--- src/rtl/cise_pkg.sv ---
// Purpose: constants and types for the instruction subset execution block
// Assumes: 14-bit instruction words, 8-bit data, 128 file registers
// Notes: opcode patterns are compared under a mask; register port indices are byte addresses
// Summary of operation
// [RL1] increment_skip_if_zero adds one to file register f (0..127), result to W for d=0 or f for d=1, no flag changes.
// [RL2] if that result is zero the following instruction is replaced by a no_operation, costing two instruction cycles.
// [RL3] unconditional_jump loads its 11-bit operand into pc[10:0] and latch bits [4:3] into pc[12:11].
// [RL4] unconditional_jump takes two instruction cycles and leaves every flag unchanged.
// [RL5] or_literal_into_accumulator ORs W with an 8-bit literal into W and updates the zero flag.
// [RL6] increment_file adds one to file register f, result to W for d=0 or f for d=1, and updates the zero flag.
// [RL7] or_accumulator_with_file ORs W with file register f, result to W for d=0 or f for d=1, updates zero flag.
// [RL8] move_file copies f to W for d=0 or onto itself for d=1, updates the zero flag, one word and one cycle.
// [RL9] whenever the zero flag is updated it is set for a zero 8-bit result and cleared otherwise.
package cise_pkg;
	localparam int unsigned CISE_IR_W    = 14;
	localparam int unsigned CISE_PC_W    = 13;
	localparam int unsigned CISE_DATA_W  = 8;
	localparam int unsigned CISE_FADDR_W = 7;
	localparam int unsigned CISE_BUS_AW  = 8;
	localparam int unsigned CISE_JUMP_W  = 11;

	// opcode pattern and mask pairs
	localparam logic [13:0] CISE_OP_INC_SKIP   = 14'h0F00;
	localparam logic [13:0] CISE_OP_INCREMENT_FILE       = 14'h0A00;
	localparam logic [13:0] CISE_OP_OR_ACCUMULATOR_WITH_FILE      = 14'h0400;
	localparam logic [13:0] CISE_OP_MOVE_FILE       = 14'h0800;
	localparam logic [13:0] CISE_OP_OR_LITERAL_INTO_ACCUMULATOR      = 14'h3800;
	localparam logic [13:0] CISE_OP_JUMP       = 14'h2800;
	localparam logic [13:0] CISE_OP_NOP        = 14'h0000;
	localparam logic [13:0] CISE_MASK_FILE     = 14'h3F00;
	localparam logic [13:0] CISE_MASK_JUMP     = 14'h3800;

	localparam int unsigned CISE_D_BIT         = 7;
	localparam int unsigned CISE_LATCH_HI      = 4;
	localparam int unsigned CISE_LATCH_LO      = 3;
	localparam int unsigned CISE_Z_BIT         = 0;
	localparam int unsigned CISE_MEM_SEL_BIT   = 7;

	// register port map; addresses below 8'h80 write the file registers
	localparam logic [7:0] CISE_REG_LATCH      = 8'h80;
	localparam logic [7:0] CISE_REG_ACC        = 8'h81;
	localparam logic [7:0] CISE_REG_STATUS     = 8'h82;
	localparam logic [7:0] CISE_REG_PC_LO      = 8'h83;
	localparam logic [7:0] CISE_REG_PC_HI      = 8'h84;

	localparam logic [7:0]  CISE_ACC_RST       = 8'h00;
	localparam logic [7:0]  CISE_LATCH_RST     = 8'h00;
	localparam logic [12:0] CISE_PC_RST        = 13'h0000;
	localparam logic [12:0] CISE_PC_ONE        = 13'h0001;
	localparam logic [7:0]  CISE_DATA_ONE      = 8'h01;

	typedef enum logic [1:0] {CISE_FETCH, CISE_READ, CISE_EXEC} cise_state_t;
endpackage

--- src/rtl/cise_mem_if.sv ---
// Purpose: carries the two ports of the file register memory
// Assumes: port a belongs to the execution core, port b to the register port
// Notes: port b is write only
`timescale 1ns/10ps
`default_nettype none
interface cise_mem_if #(parameter int unsigned AW = 7, parameter int unsigned DW = 8);
	logic [AW-1:0] a_addr;
	logic          a_we;
	logic [DW-1:0] a_wdata;
	logic [DW-1:0] a_rdata;
	logic [AW-1:0] b_addr;
	logic          b_we;
	logic [DW-1:0] b_wdata;

	modport ctl (output a_addr, output a_we, output a_wdata, input a_rdata,
		output b_addr, output b_we, output b_wdata);
	modport mem (input a_addr, input a_we, input a_wdata, output a_rdata,
		input b_addr, input b_we, input b_wdata);
endinterface
`default_nettype wire

--- src/rtl/cise_file_mem.sv ---
// Purpose: 128-byte file register array with a registered read port
// Assumes: read data for an address appear one clock after it is presented
// Notes: on a same-address collision the core write wins over the register port
`timescale 1ns/10ps
`default_nettype none
module cise_file_mem
	import cise_pkg::*;
#(
	parameter int unsigned AW = 7,
	parameter int unsigned DW = 8
) (
	input wire logic clk,
	input wire logic rst,
	cise_mem_if.mem  m
);
	logic [DW-1:0] store_q [2**AW];

	// array left without reset so it maps onto plain RAM
	always_ff @(posedge clk) begin
		if (m.b_we && !(m.a_we && (m.a_addr == m.b_addr))) begin
			store_q[m.b_addr] <= m.b_wdata;
		end
		if (m.a_we) begin
			store_q[m.a_addr] <= m.a_wdata;
		end
	end

	logic [DW-1:0] rdata_q;
	always_ff @(posedge clk or posedge rst) begin
		if (rst) begin
			rdata_q <= '0;
		end else begin
			rdata_q <= store_q[m.a_addr];
		end
	end
	assign m.a_rdata = rdata_q;
endmodule // cise_file_mem
`default_nettype wire

--- src/rtl/cise_core.sv ---
// Purpose: executes a subset of 8-bit core instructions against W, Z, pc and file registers
// Assumes: instr is valid from same-clock logic, paired with fetch_addr while instr_ready is high
// Notes: one instruction cycle is three clocks: fetch, read, execute
//
// Design decisions made here: the strobed register port and the address map.
`timescale 1ns/10ps
`default_nettype none
module cise_core
	import cise_pkg::*;
(
	input  wire logic                    clk,
	input  wire logic                    rst,
	input  wire logic                    instr_valid,
	input  wire logic [CISE_IR_W-1:0]    instr,
	output var  logic                    instr_ready,
	output var  logic [CISE_PC_W-1:0]    fetch_addr,
	input  wire logic [CISE_BUS_AW-1:0]  reg_addr,
	input  wire logic [CISE_DATA_W-1:0]  reg_wdata,
	input  wire logic                    reg_wr,
	input  wire logic                    reg_rd,
	output var  logic [CISE_DATA_W-1:0]  reg_rdata
);
	function automatic logic op_is(input logic [CISE_IR_W-1:0] ir,
		input logic [CISE_IR_W-1:0] code, input logic [CISE_IR_W-1:0] mask);
		op_is = ((ir & mask) == code);
	endfunction

	cise_mem_if #(.AW(CISE_FADDR_W), .DW(CISE_DATA_W)) mif ();

	cise_file_mem #(.AW(CISE_FADDR_W), .DW(CISE_DATA_W)) u_mem (
		.clk (clk),
		.rst (rst),
		.m   (mif.mem)
	);

	cise_state_t                state_q;
	cise_state_t                state_d;
	logic [CISE_IR_W-1:0]       ir_q;
	logic [CISE_PC_W-1:0]       pc_q;
	logic [CISE_DATA_W-1:0]     w_q;
	logic                       z_q;
	logic [CISE_DATA_W-1:0]     latch_q;
	logic                       skip_q;
	logic                       bubble_q;
	logic                       bubble_d;
	logic                       ready_q;
	logic [CISE_DATA_W-1:0]     rdata_q;

	logic                       take;
	logic                       exec;
	logic                       dest_f;
	logic [CISE_DATA_W-1:0]     fval;
	logic                       is_inc_skip;
	logic                       is_increment_file;
	logic                       is_or_accumulator_with_file;
	logic                       is_move_file;
	logic                       is_or_literal_into_accumulator;
	logic                       is_jump;
	logic [CISE_DATA_W-1:0]     res;
	logic                       writes_res;
	logic                       upd_z;
	logic [CISE_PC_W-1:0]       jump_target;

	assign take   = (state_q == CISE_FETCH) && ready_q && instr_valid;
	assign exec   = (state_q == CISE_EXEC);
	assign dest_f = ir_q[CISE_D_BIT];
	assign fval   = mif.a_rdata;

	assign is_inc_skip = op_is(ir_q, CISE_OP_INC_SKIP, CISE_MASK_FILE);
	assign is_increment_file     = op_is(ir_q, CISE_OP_INCREMENT_FILE, CISE_MASK_FILE);
	assign is_or_accumulator_with_file    = op_is(ir_q, CISE_OP_OR_ACCUMULATOR_WITH_FILE, CISE_MASK_FILE);
	assign is_move_file     = op_is(ir_q, CISE_OP_MOVE_FILE, CISE_MASK_FILE);
	assign is_or_literal_into_accumulator    = op_is(ir_q, CISE_OP_OR_LITERAL_INTO_ACCUMULATOR, CISE_MASK_FILE);
	assign is_jump     = op_is(ir_q, CISE_OP_JUMP, CISE_MASK_JUMP);

	assign jump_target = {latch_q[CISE_LATCH_HI:CISE_LATCH_LO],
		ir_q[CISE_JUMP_W-1:0]}; // [RL3]

	// result and destination; unsupported codes fall through as no_operation
	always_comb begin
		res        = '0;
		writes_res = 1'b0;
		upd_z      = 1'b0;
		if (is_inc_skip) begin
			res        = fval + CISE_DATA_ONE; // [RL1]
			writes_res = 1'b1;
		end else if (is_increment_file) begin
			res        = fval + CISE_DATA_ONE; // [RL6]
			writes_res = 1'b1;
			upd_z      = 1'b1;
		end else if (is_or_accumulator_with_file) begin
			res        = w_q | fval; // [RL7]
			writes_res = 1'b1;
			upd_z      = 1'b1;
		end else if (is_move_file) begin
			res        = fval; // [RL8]
			writes_res = 1'b1;
			upd_z      = 1'b1;
		end else if (is_or_literal_into_accumulator) begin
			res        = w_q | ir_q[CISE_DATA_W-1:0]; // [RL5]
			upd_z      = 1'b1;
		end
	end

	// core owns port a; register port owns port b
	assign mif.a_addr  = ir_q[CISE_FADDR_W-1:0];
	assign mif.a_we    = exec && writes_res && dest_f; // [RL1] [RL6] [RL7] [RL8]
	assign mif.a_wdata = res;
	assign mif.b_addr  = reg_addr[CISE_FADDR_W-1:0];
	assign mif.b_we    = reg_wr && !reg_addr[CISE_MEM_SEL_BIT];
	assign mif.b_wdata = reg_wdata;

	always_comb begin
		state_d  = state_q;
		bubble_d = bubble_q;
		unique case (state_q)
			CISE_FETCH: begin
				if (bubble_q || take) begin
					state_d  = CISE_READ;
					bubble_d = 1'b0;
				end
			end
			CISE_READ: state_d = CISE_EXEC;
			CISE_EXEC: begin
				state_d  = CISE_FETCH;
				bubble_d = is_jump; // [RL4]
			end
		endcase
	end

	always_ff @(posedge clk or posedge rst) begin
		if (rst) begin
			state_q  <= CISE_FETCH;
			bubble_q <= 1'b0;
			ready_q  <= 1'b0;
		end else begin
			state_q  <= state_d;
			bubble_q <= bubble_d;
			// the second cycle of a jump fetches nothing
			ready_q  <= (state_d == CISE_FETCH) && !bubble_d; // [RL4]
		end
	end

	// a squashed fetch still consumes its slot, keeping skip timing exact
	always_ff @(posedge clk or posedge rst) begin
		if (rst) begin
			ir_q   <= CISE_OP_NOP;
			skip_q <= 1'b0;
		end else if (state_q == CISE_FETCH && bubble_q) begin
			ir_q <= CISE_OP_NOP; // [RL4]
		end else if (take) begin
			ir_q   <= skip_q ? CISE_OP_NOP : instr; // [RL2]
			skip_q <= 1'b0;
		end else if (exec && is_inc_skip && (res == '0)) begin
			skip_q <= 1'b1; // [RL2]
		end
	end

	always_ff @(posedge clk or posedge rst) begin
		if (rst) begin
			pc_q <= CISE_PC_RST;
		end else if (exec && is_jump) begin
			pc_q <= jump_target; // [RL3]
		end else if (take) begin
			pc_q <= pc_q + CISE_PC_ONE;
		end
	end

	always_ff @(posedge clk or posedge rst) begin
		if (rst) begin
			w_q <= CISE_ACC_RST;
		end else if (exec && (is_or_literal_into_accumulator || (writes_res && !dest_f))) begin
			w_q <= res; // [RL1] [RL5] [RL6] [RL7] [RL8]
		end
	end

	always_ff @(posedge clk or posedge rst) begin
		if (rst) begin
			z_q <= 1'b0;
		end else if (exec && upd_z) begin
			z_q <= (res == '0); // [RL9]
		end
	end

	always_ff @(posedge clk or posedge rst) begin
		if (rst) begin
			latch_q <= CISE_LATCH_RST;
		end else if (reg_wr && reg_addr == CISE_REG_LATCH) begin
			latch_q <= reg_wdata;
		end
	end

	always_ff @(posedge clk or posedge rst) begin
		if (rst) begin
			rdata_q <= '0;
		end else if (reg_rd) begin
			unique case (reg_addr)
				CISE_REG_LATCH:  rdata_q <= latch_q;
				CISE_REG_ACC:    rdata_q <= w_q;
				CISE_REG_STATUS: rdata_q <= {{(CISE_DATA_W-1){1'b0}}, z_q};
				CISE_REG_PC_LO:  rdata_q <= pc_q[7:0];
				CISE_REG_PC_HI:  rdata_q <= {3'h0, pc_q[12:8]};
				default:         rdata_q <= '0;
			endcase
		end else begin
			rdata_q <= '0;
		end
	end

	assign instr_ready = ready_q;
	assign fetch_addr  = pc_q;
	assign reg_rdata   = rdata_q;

	// clocks spent with instr_ready low; a jump is the longest stall the rules allow
	localparam logic [2:0] CISE_STALL_MAX = 3'h5;
	logic [2:0]                 wait_cnt_q;

	always_ff @(posedge clk or posedge rst) begin
		if (rst) begin
			wait_cnt_q <= 3'h0;
		end else if (ready_q) begin
			wait_cnt_q <= 3'h0;
		end else if (wait_cnt_q != 3'h7) begin
			// saturates so that a hang cannot wrap back into the legal range
			wait_cnt_q <= wait_cnt_q + 3'h1;
		end
	end
endmodule // cise_core
`default_nettype wire

--- config.mk ---
export PLATFORM = sky130hd
export DESIGN_NAME = cise_core
export DESIGN_NICKNAME = d
export VERILOG_FILES = /design/src/rtl/cise_pkg.sv /design/src/rtl/cise_mem_if.sv /design/src/rtl/cise_file_mem.sv /design/src/rtl/cise_core.sv
export SDC_FILE = /design/constraint.sdc
export NUM_CORES = 2
export LEC_CHECK = 0
export BUFFER_PORTS_ARGS = -buffer_cell sky130_fd_sc_hd__buf_2
export CORE_MARGIN = 8
export CORE_UTILIZATION = 30
export DETAILED_ROUTE_END_ITERATION = 6
export PLACE_DENSITY_LB_ADDON = 0.2
export SYNTH_ARGS = -nofsm -noshare
export SYNTH_HDL_FRONTEND = slang
export SYNTH_HIERARCHICAL = 1
export SYNTH_SLANG_ARGS = --single-unit
--- constraint.sdc ---
create_clock -name clk -period 3.65 [get_ports clk]
set_input_delay 0.365 -clock clk [delete_from_list [all_inputs] [get_ports clk]]
set_output_delay 0.365 -clock clk [all_outputs]
set_load 0.02 [all_outputs]
After elaboration in Yosys (flattened, before gate mapping)
Memories as Yosys holds them, arrays and structs flattened. A register that Yosys moved wholly into a read port is not among the register bits.
Cells that the tools add are included.
W data, S select, Z words.
Storage, ports and cells
  memories: 1
  register bits: 57
  logic and storage cells: 90
  input port bits: 35
  memory bits (writable): 1024
Operators by class
  $add $sub $neg: 2
  eq/ne operators: 14
  multiplexer cells: 31
  bitwise operators: 3
  reductions and logical operators: 29
Memory list
  u_mem.store_q: depth 128, bits a word 8, read ports 1, clocked after memory_dff 1, write ports 2, RTL line cise_file_mem.sv:16  | logic [DW-1:0] store_q [2**AW];
Operators with widths (number)
  $mux W8: 6
  $mux W14: 3
  $eq A8 B8 Y1 const B: 5
  $pmux W8 S5: 1
  $mux W13: 2
  $eq A6 B4 Y1 const B: 3
  $logic_and A1 B1 Y1: 16
  $mux W1: 16
  $or A8 B8 Y8: 2
  $add A13 B1 Y13 const B: 1
  $add A8 B1 Y8 const B: 1
  $logic_not A8 Y1: 1
  $eq A7 B7 Y1: 1
  $eq A6 B3 Y1 const B: 1
  $eq A6 B6 Y1 const B: 1
  $pmux W2 S3: 1
  $reduce_bool A2 Y1: 3
  $logic_not A1 Y1: 4
  $logic_not A2 Y1: 2
  $eq A3 B3 Y1 const B: 1
  $eq A2 B1 Y1 const B: 1
  $eq A2 B2 Y1 const B: 1
  $logic_or A1 B1 Y1: 2
  $mux W2: 1
  other kinds (3): 3

Longest topological paths before layout
  depth in word-level cells: 12
  gate-level depth with buffers: 12

Cells and area by module
Netlist, hierarchy kept.
By module, submodules not included
  cise_file_mem: cells each 3860, seq. area each 30949.7 um^2, area each 54518.5 um^2, instances 1
  cise_core: cells each 319, seq. area each 1426.4 um^2, area each 3156.8 um^2, instances 1

Worst setup path after synthesis
OpenSTA, ideal clock, no wires.
  kind: reg2reg
  start point: reg ir_q[11]
  end point: mem u_mem.store_q[33][0], enable pin
  slack: 0.380 ns
  arrival: 2.912 ns
  cell stages (with the launch flop): 13
  path buffers: 3
  setup time: 0.357 ns
  data required time: 3.293 ns
  path through: dfrtp_1 clkbuf_1 or3b_2 o211ai_1 nand2_1 nor2_1 clkbuf_1 nand4_1 o21ai_0 or2_2 nand2b_1 clkbuf_1 o21ai_0
RTL lines
  from (decl): RTL line cise_core.sv:38  | logic [CISE_IR_W-1:0] ir_q;
  from (signal assigned): RTL line cise_core.sv:152  | ir_q <= skip_q ? CISE_OP_NOP : instr;
  to (decl): RTL line cise_file_mem.sv:16

==> flow_metrics.py <==
metrics = {
    "outcome": {
        "outcome": "finished with violations",
        "violations": "setup timing",
    },
    "die": {
        "die_y_um": 454,
        "die_x_um": 454,
        "fp.coreArea_um2": 192000,
        "floorplan.initialDensity_pct": 30.1,
        "pin_count": 57,
        "rows": 161,
        "die_area_um2": 207000,
    },
    "clocking": {
        "cts_tree": "built",
        "cts_setup_buffers": 0,
        "cts_buffers": 133,
        "clock_latency_ns": 0.78,
        "htreeDepth": 4,
        "root_buffer": "clkbuf_16",
        "clock_path_buffers": 3,
        "cts_sinks": 1089,
        "clkTransAtPathRegs_ns": 0.06,
    },
    "layout": {
        "fillers": 18800,
        "fin_cells": 6971,
        "syn_to_final_growth_pct": 16.9,
        "drive_above_1_share_pct": 43.5,
        "fin_util_pct": 35.2,
        "nets": 4380,
        "design_area_um2": 67400,
    },
    "setup_path": {
        "cp.arrival_ns": 4.34,
        "startpoint_type": "flop",
        "path_class": "flop to flop",
        "critPathCaptureType": "flop",
        "cp.required_ns": 4.29,
        "path_max_fanout": 22,
    },
    "placement": {
        "dpl-instance-area_um2": 63100,
        "place_hpwl_um": 157000,
        "dpl_worst_slack_ns": 0.127,
        "placedCellCount": 6716,
        "portBuffers": 56,
        "routabilityCongestion": 0.879,
    },
    "timing": {
        "setup_ws_ns": -0.0574,
        "min_period_over_period_pct": 102,
        "hold_viol": 0,
        "slew_headroom_pct": 20.4,
        "grt_setup_unrepaired": "no",
        "max_freq_mhz": 270,
        "fin_setup_tns_ns": -0.0574,
        "drv_slew": 0,
        "worst_pin_slew_ns": 1.19,
        "finalSetupViolCount": 1,
        "finClkSkew_ns": 0.0265,
        "min_period_ns": 3.71,
    },
    "yosys": {
        "ys_types": 91,
        "synth_seq_area_share_pct": 56.1,
        "ys_top_cells_by_area": "edfxtp_1, mux2_2, dfrtp_1, a221oi_1, clkbuf_1",
        "synth_top_cell_area_share_pct": 53.3,
        "synth_area_um2": 57700,
        "yosys_most_used_dff": "edfxtp_1",
        "synth_edf_count": 1024,
        "synth_cells": 4179,
        "synth_top_area_cell": "edfxtp_1",
        "netlist_top_cells_count": "mux2_2, edfxtp_1, clkbuf_1",
        "synth_most_common_cell": "mux2_2",
        "yosys_warnings": 6,
        "synth.net_count": 4219,
        "synth-seq-cells": 1089,
        "synth_async_sr_flop_share_pct": 5.97,
        "syn_avg_cell_area_um2": 13.8,
    },
    "global_routing": {
        "grt_max_degree": 76,
        "grtUsageTotal_pct": 22.6,
        "grt_pass1_wl_um": 335000,
        "first_global_vias": 40600,
        "antenna_found_initial": 6,
        "gr-total-overflow": 0,
    },
    "routing": {
        "drc": 0,
        "vias": 41100,
        "wl_per_cell_um": 34.6,
        "via_per_inst": 5.90,
        "drt_iter0_drc": 5086,
        "wl_um": 241000,
        "ant_nets": 0,
        "drt-pass1-iter-count": 6,
    },
    "job": {
        "drv_cap": 0,
    },
    "power": {
        "power_density_nw_per_um2": 408,
        "vdd_ir_drop_max_v": 0.000354,
        "power_leakage_nw": 21.8,
    },
    "worst_hold_path": {
        "hp-class": "primary input to flop",
    },
}
==> critical path, cell delays in order (launching register included) <==
cell and delay [ns]:
dfrtp_4 0.65, nor2_4 0.71, buf_12 0.29, buf_4 0.17, a21oi_1 0.06, a311oi_1 0.96
a211oi_1 0.31, o22ai_1 0.38
==> per-layer routing <==
metal	wire length (µm)	vias to the layer above	global-route usage (%)
li1	-	16800	-
met1	103000	21800	31.1
met4	9350	0	8.05
met5	0	-	0
met3	19200	408	4.13
met2	110000	2092	35.7
==> state kept, by name (all words and copies together), names as in the netlist, 2 cells and up <==
register,flops
fetch_addr,13
reg_rdata,8
state_q,2
latch_q,8
u_mem/m.a_rdata,8
u_mem/store_q,1024
ir_q,14
w_q,8
==> timing repair <==
item / 4_1_cts / 5_1_grt
gates resized for setup: 0 / 14
endpoints found under the hold margin: 63 / 0
endpoints found under the setup margin: 0 / 174
hold buffers: 15 / 0
==> cells by family after synthesis <==
family / share of synthesized area [%]
simple gates: 5.03
fa+ha+maj: 0.108
compound gates: 10.3
mux: 24.4
buf+inv: 3.66
xor+xnor: 0.364
flops: 56.1
==> final timing paths <==
path                                   startpoint                      endpoint  slack, ns  cells past startpoint
max reg2reg                   ir_q[1]$_DFFE_PP0P_  u_mem/m.a_rdata[1]$_DFF_PP0_      -0.06                      7
min                                   instr_valid     fetch_addr[1]$_DFFE_PP0P_       0.07                      4
min reg2reg                latch_q[7]$_DFFE_PP0P_        latch_q[7]$_DFFE_PP0P_       0.50                      1
min in group asynchronous                     rst  u_mem/m.a_rdata[3]$_DFF_PP0_       0.29                      3
max                           ir_q[1]$_DFFE_PP0P_  u_mem/m.a_rdata[1]$_DFF_PP0_      -0.06                      7
max in group asynchronous                     rst        reg_rdata[6]$_DFF_PP0_       2.44                      4
==> power by group <==
part	switching, mW	internal [mW]
clock	5.45	7.36
sequential	0.0103	13.7
combinational	0.543	0.490
total	6.01	21.5
==> stage by stage <==
step / power (mW) / hold WS, ns
after global routing: 28.3 / 0.0751
final: 27.5 / 0.0746
after floorplan: 14.6 / 0.181
after CTS: 27.8 / 0.0166
after global placement: 14.9 / 0.497
after detailed placement: 15.0 / 0.493
==> final cells by class <==
| cell class | instances | area, µm² | area share [%] |
|---|---|---|---|
| Timing Repair Buffer | 472 | 4280 | 6.35 |
| Multi-Input combinational cell | 2630 | 23400 | 34.7 |
| Clock buffer | 171 | 3590 | 5.32 |
| Sequential cell | 1089 | 32400 | 48.0 |
| Tap cell | 2526 | 3160 | 4.69 |
| Antenna cell | 5 | 12.5 | 0.0186 |
| Inverter | 14 | 56.3 | 0.0835 |
| Clock inverter | 64 | 519 | 0.770 |
==> cell usage in the layout (no fill, tap or decap), types with 22 or more instances in the layout <==
master | Yosys | routed
nand2_2 | 21 | 22
clkbuf_1 | 299 | 31
mux2i_1 | 56 | 56
dfrtp_1 | 65 | 59
nor2_2 | 42 | 43
buf_4 | 27 | 340
o21ai_0 | 158 | 148
buf_12 | 0 | 64
mux4_2 | 49 | 49
nand3_1 | 34 | 32
nand2_1 | 214 | 213
nor2_1 | 88 | 85
a21oi_1 | 122 | 121
clkbuf_16 | 0 | 137
buf_2 | 82 | 48
a22oi_1 | 82 | 82
a221oi_1 | 141 | 141
a22o_1 | 26 | 26
o22ai_1 | 55 | 52
nor2b_1 | 29 | 24
mux2_2 | 1099 | 1099
edfxtp_1 | 1024 | 1024
clkinv_1 | 1 | 28
a222oi_1 | 22 | 22
Power figures use the tool's default switching activity.
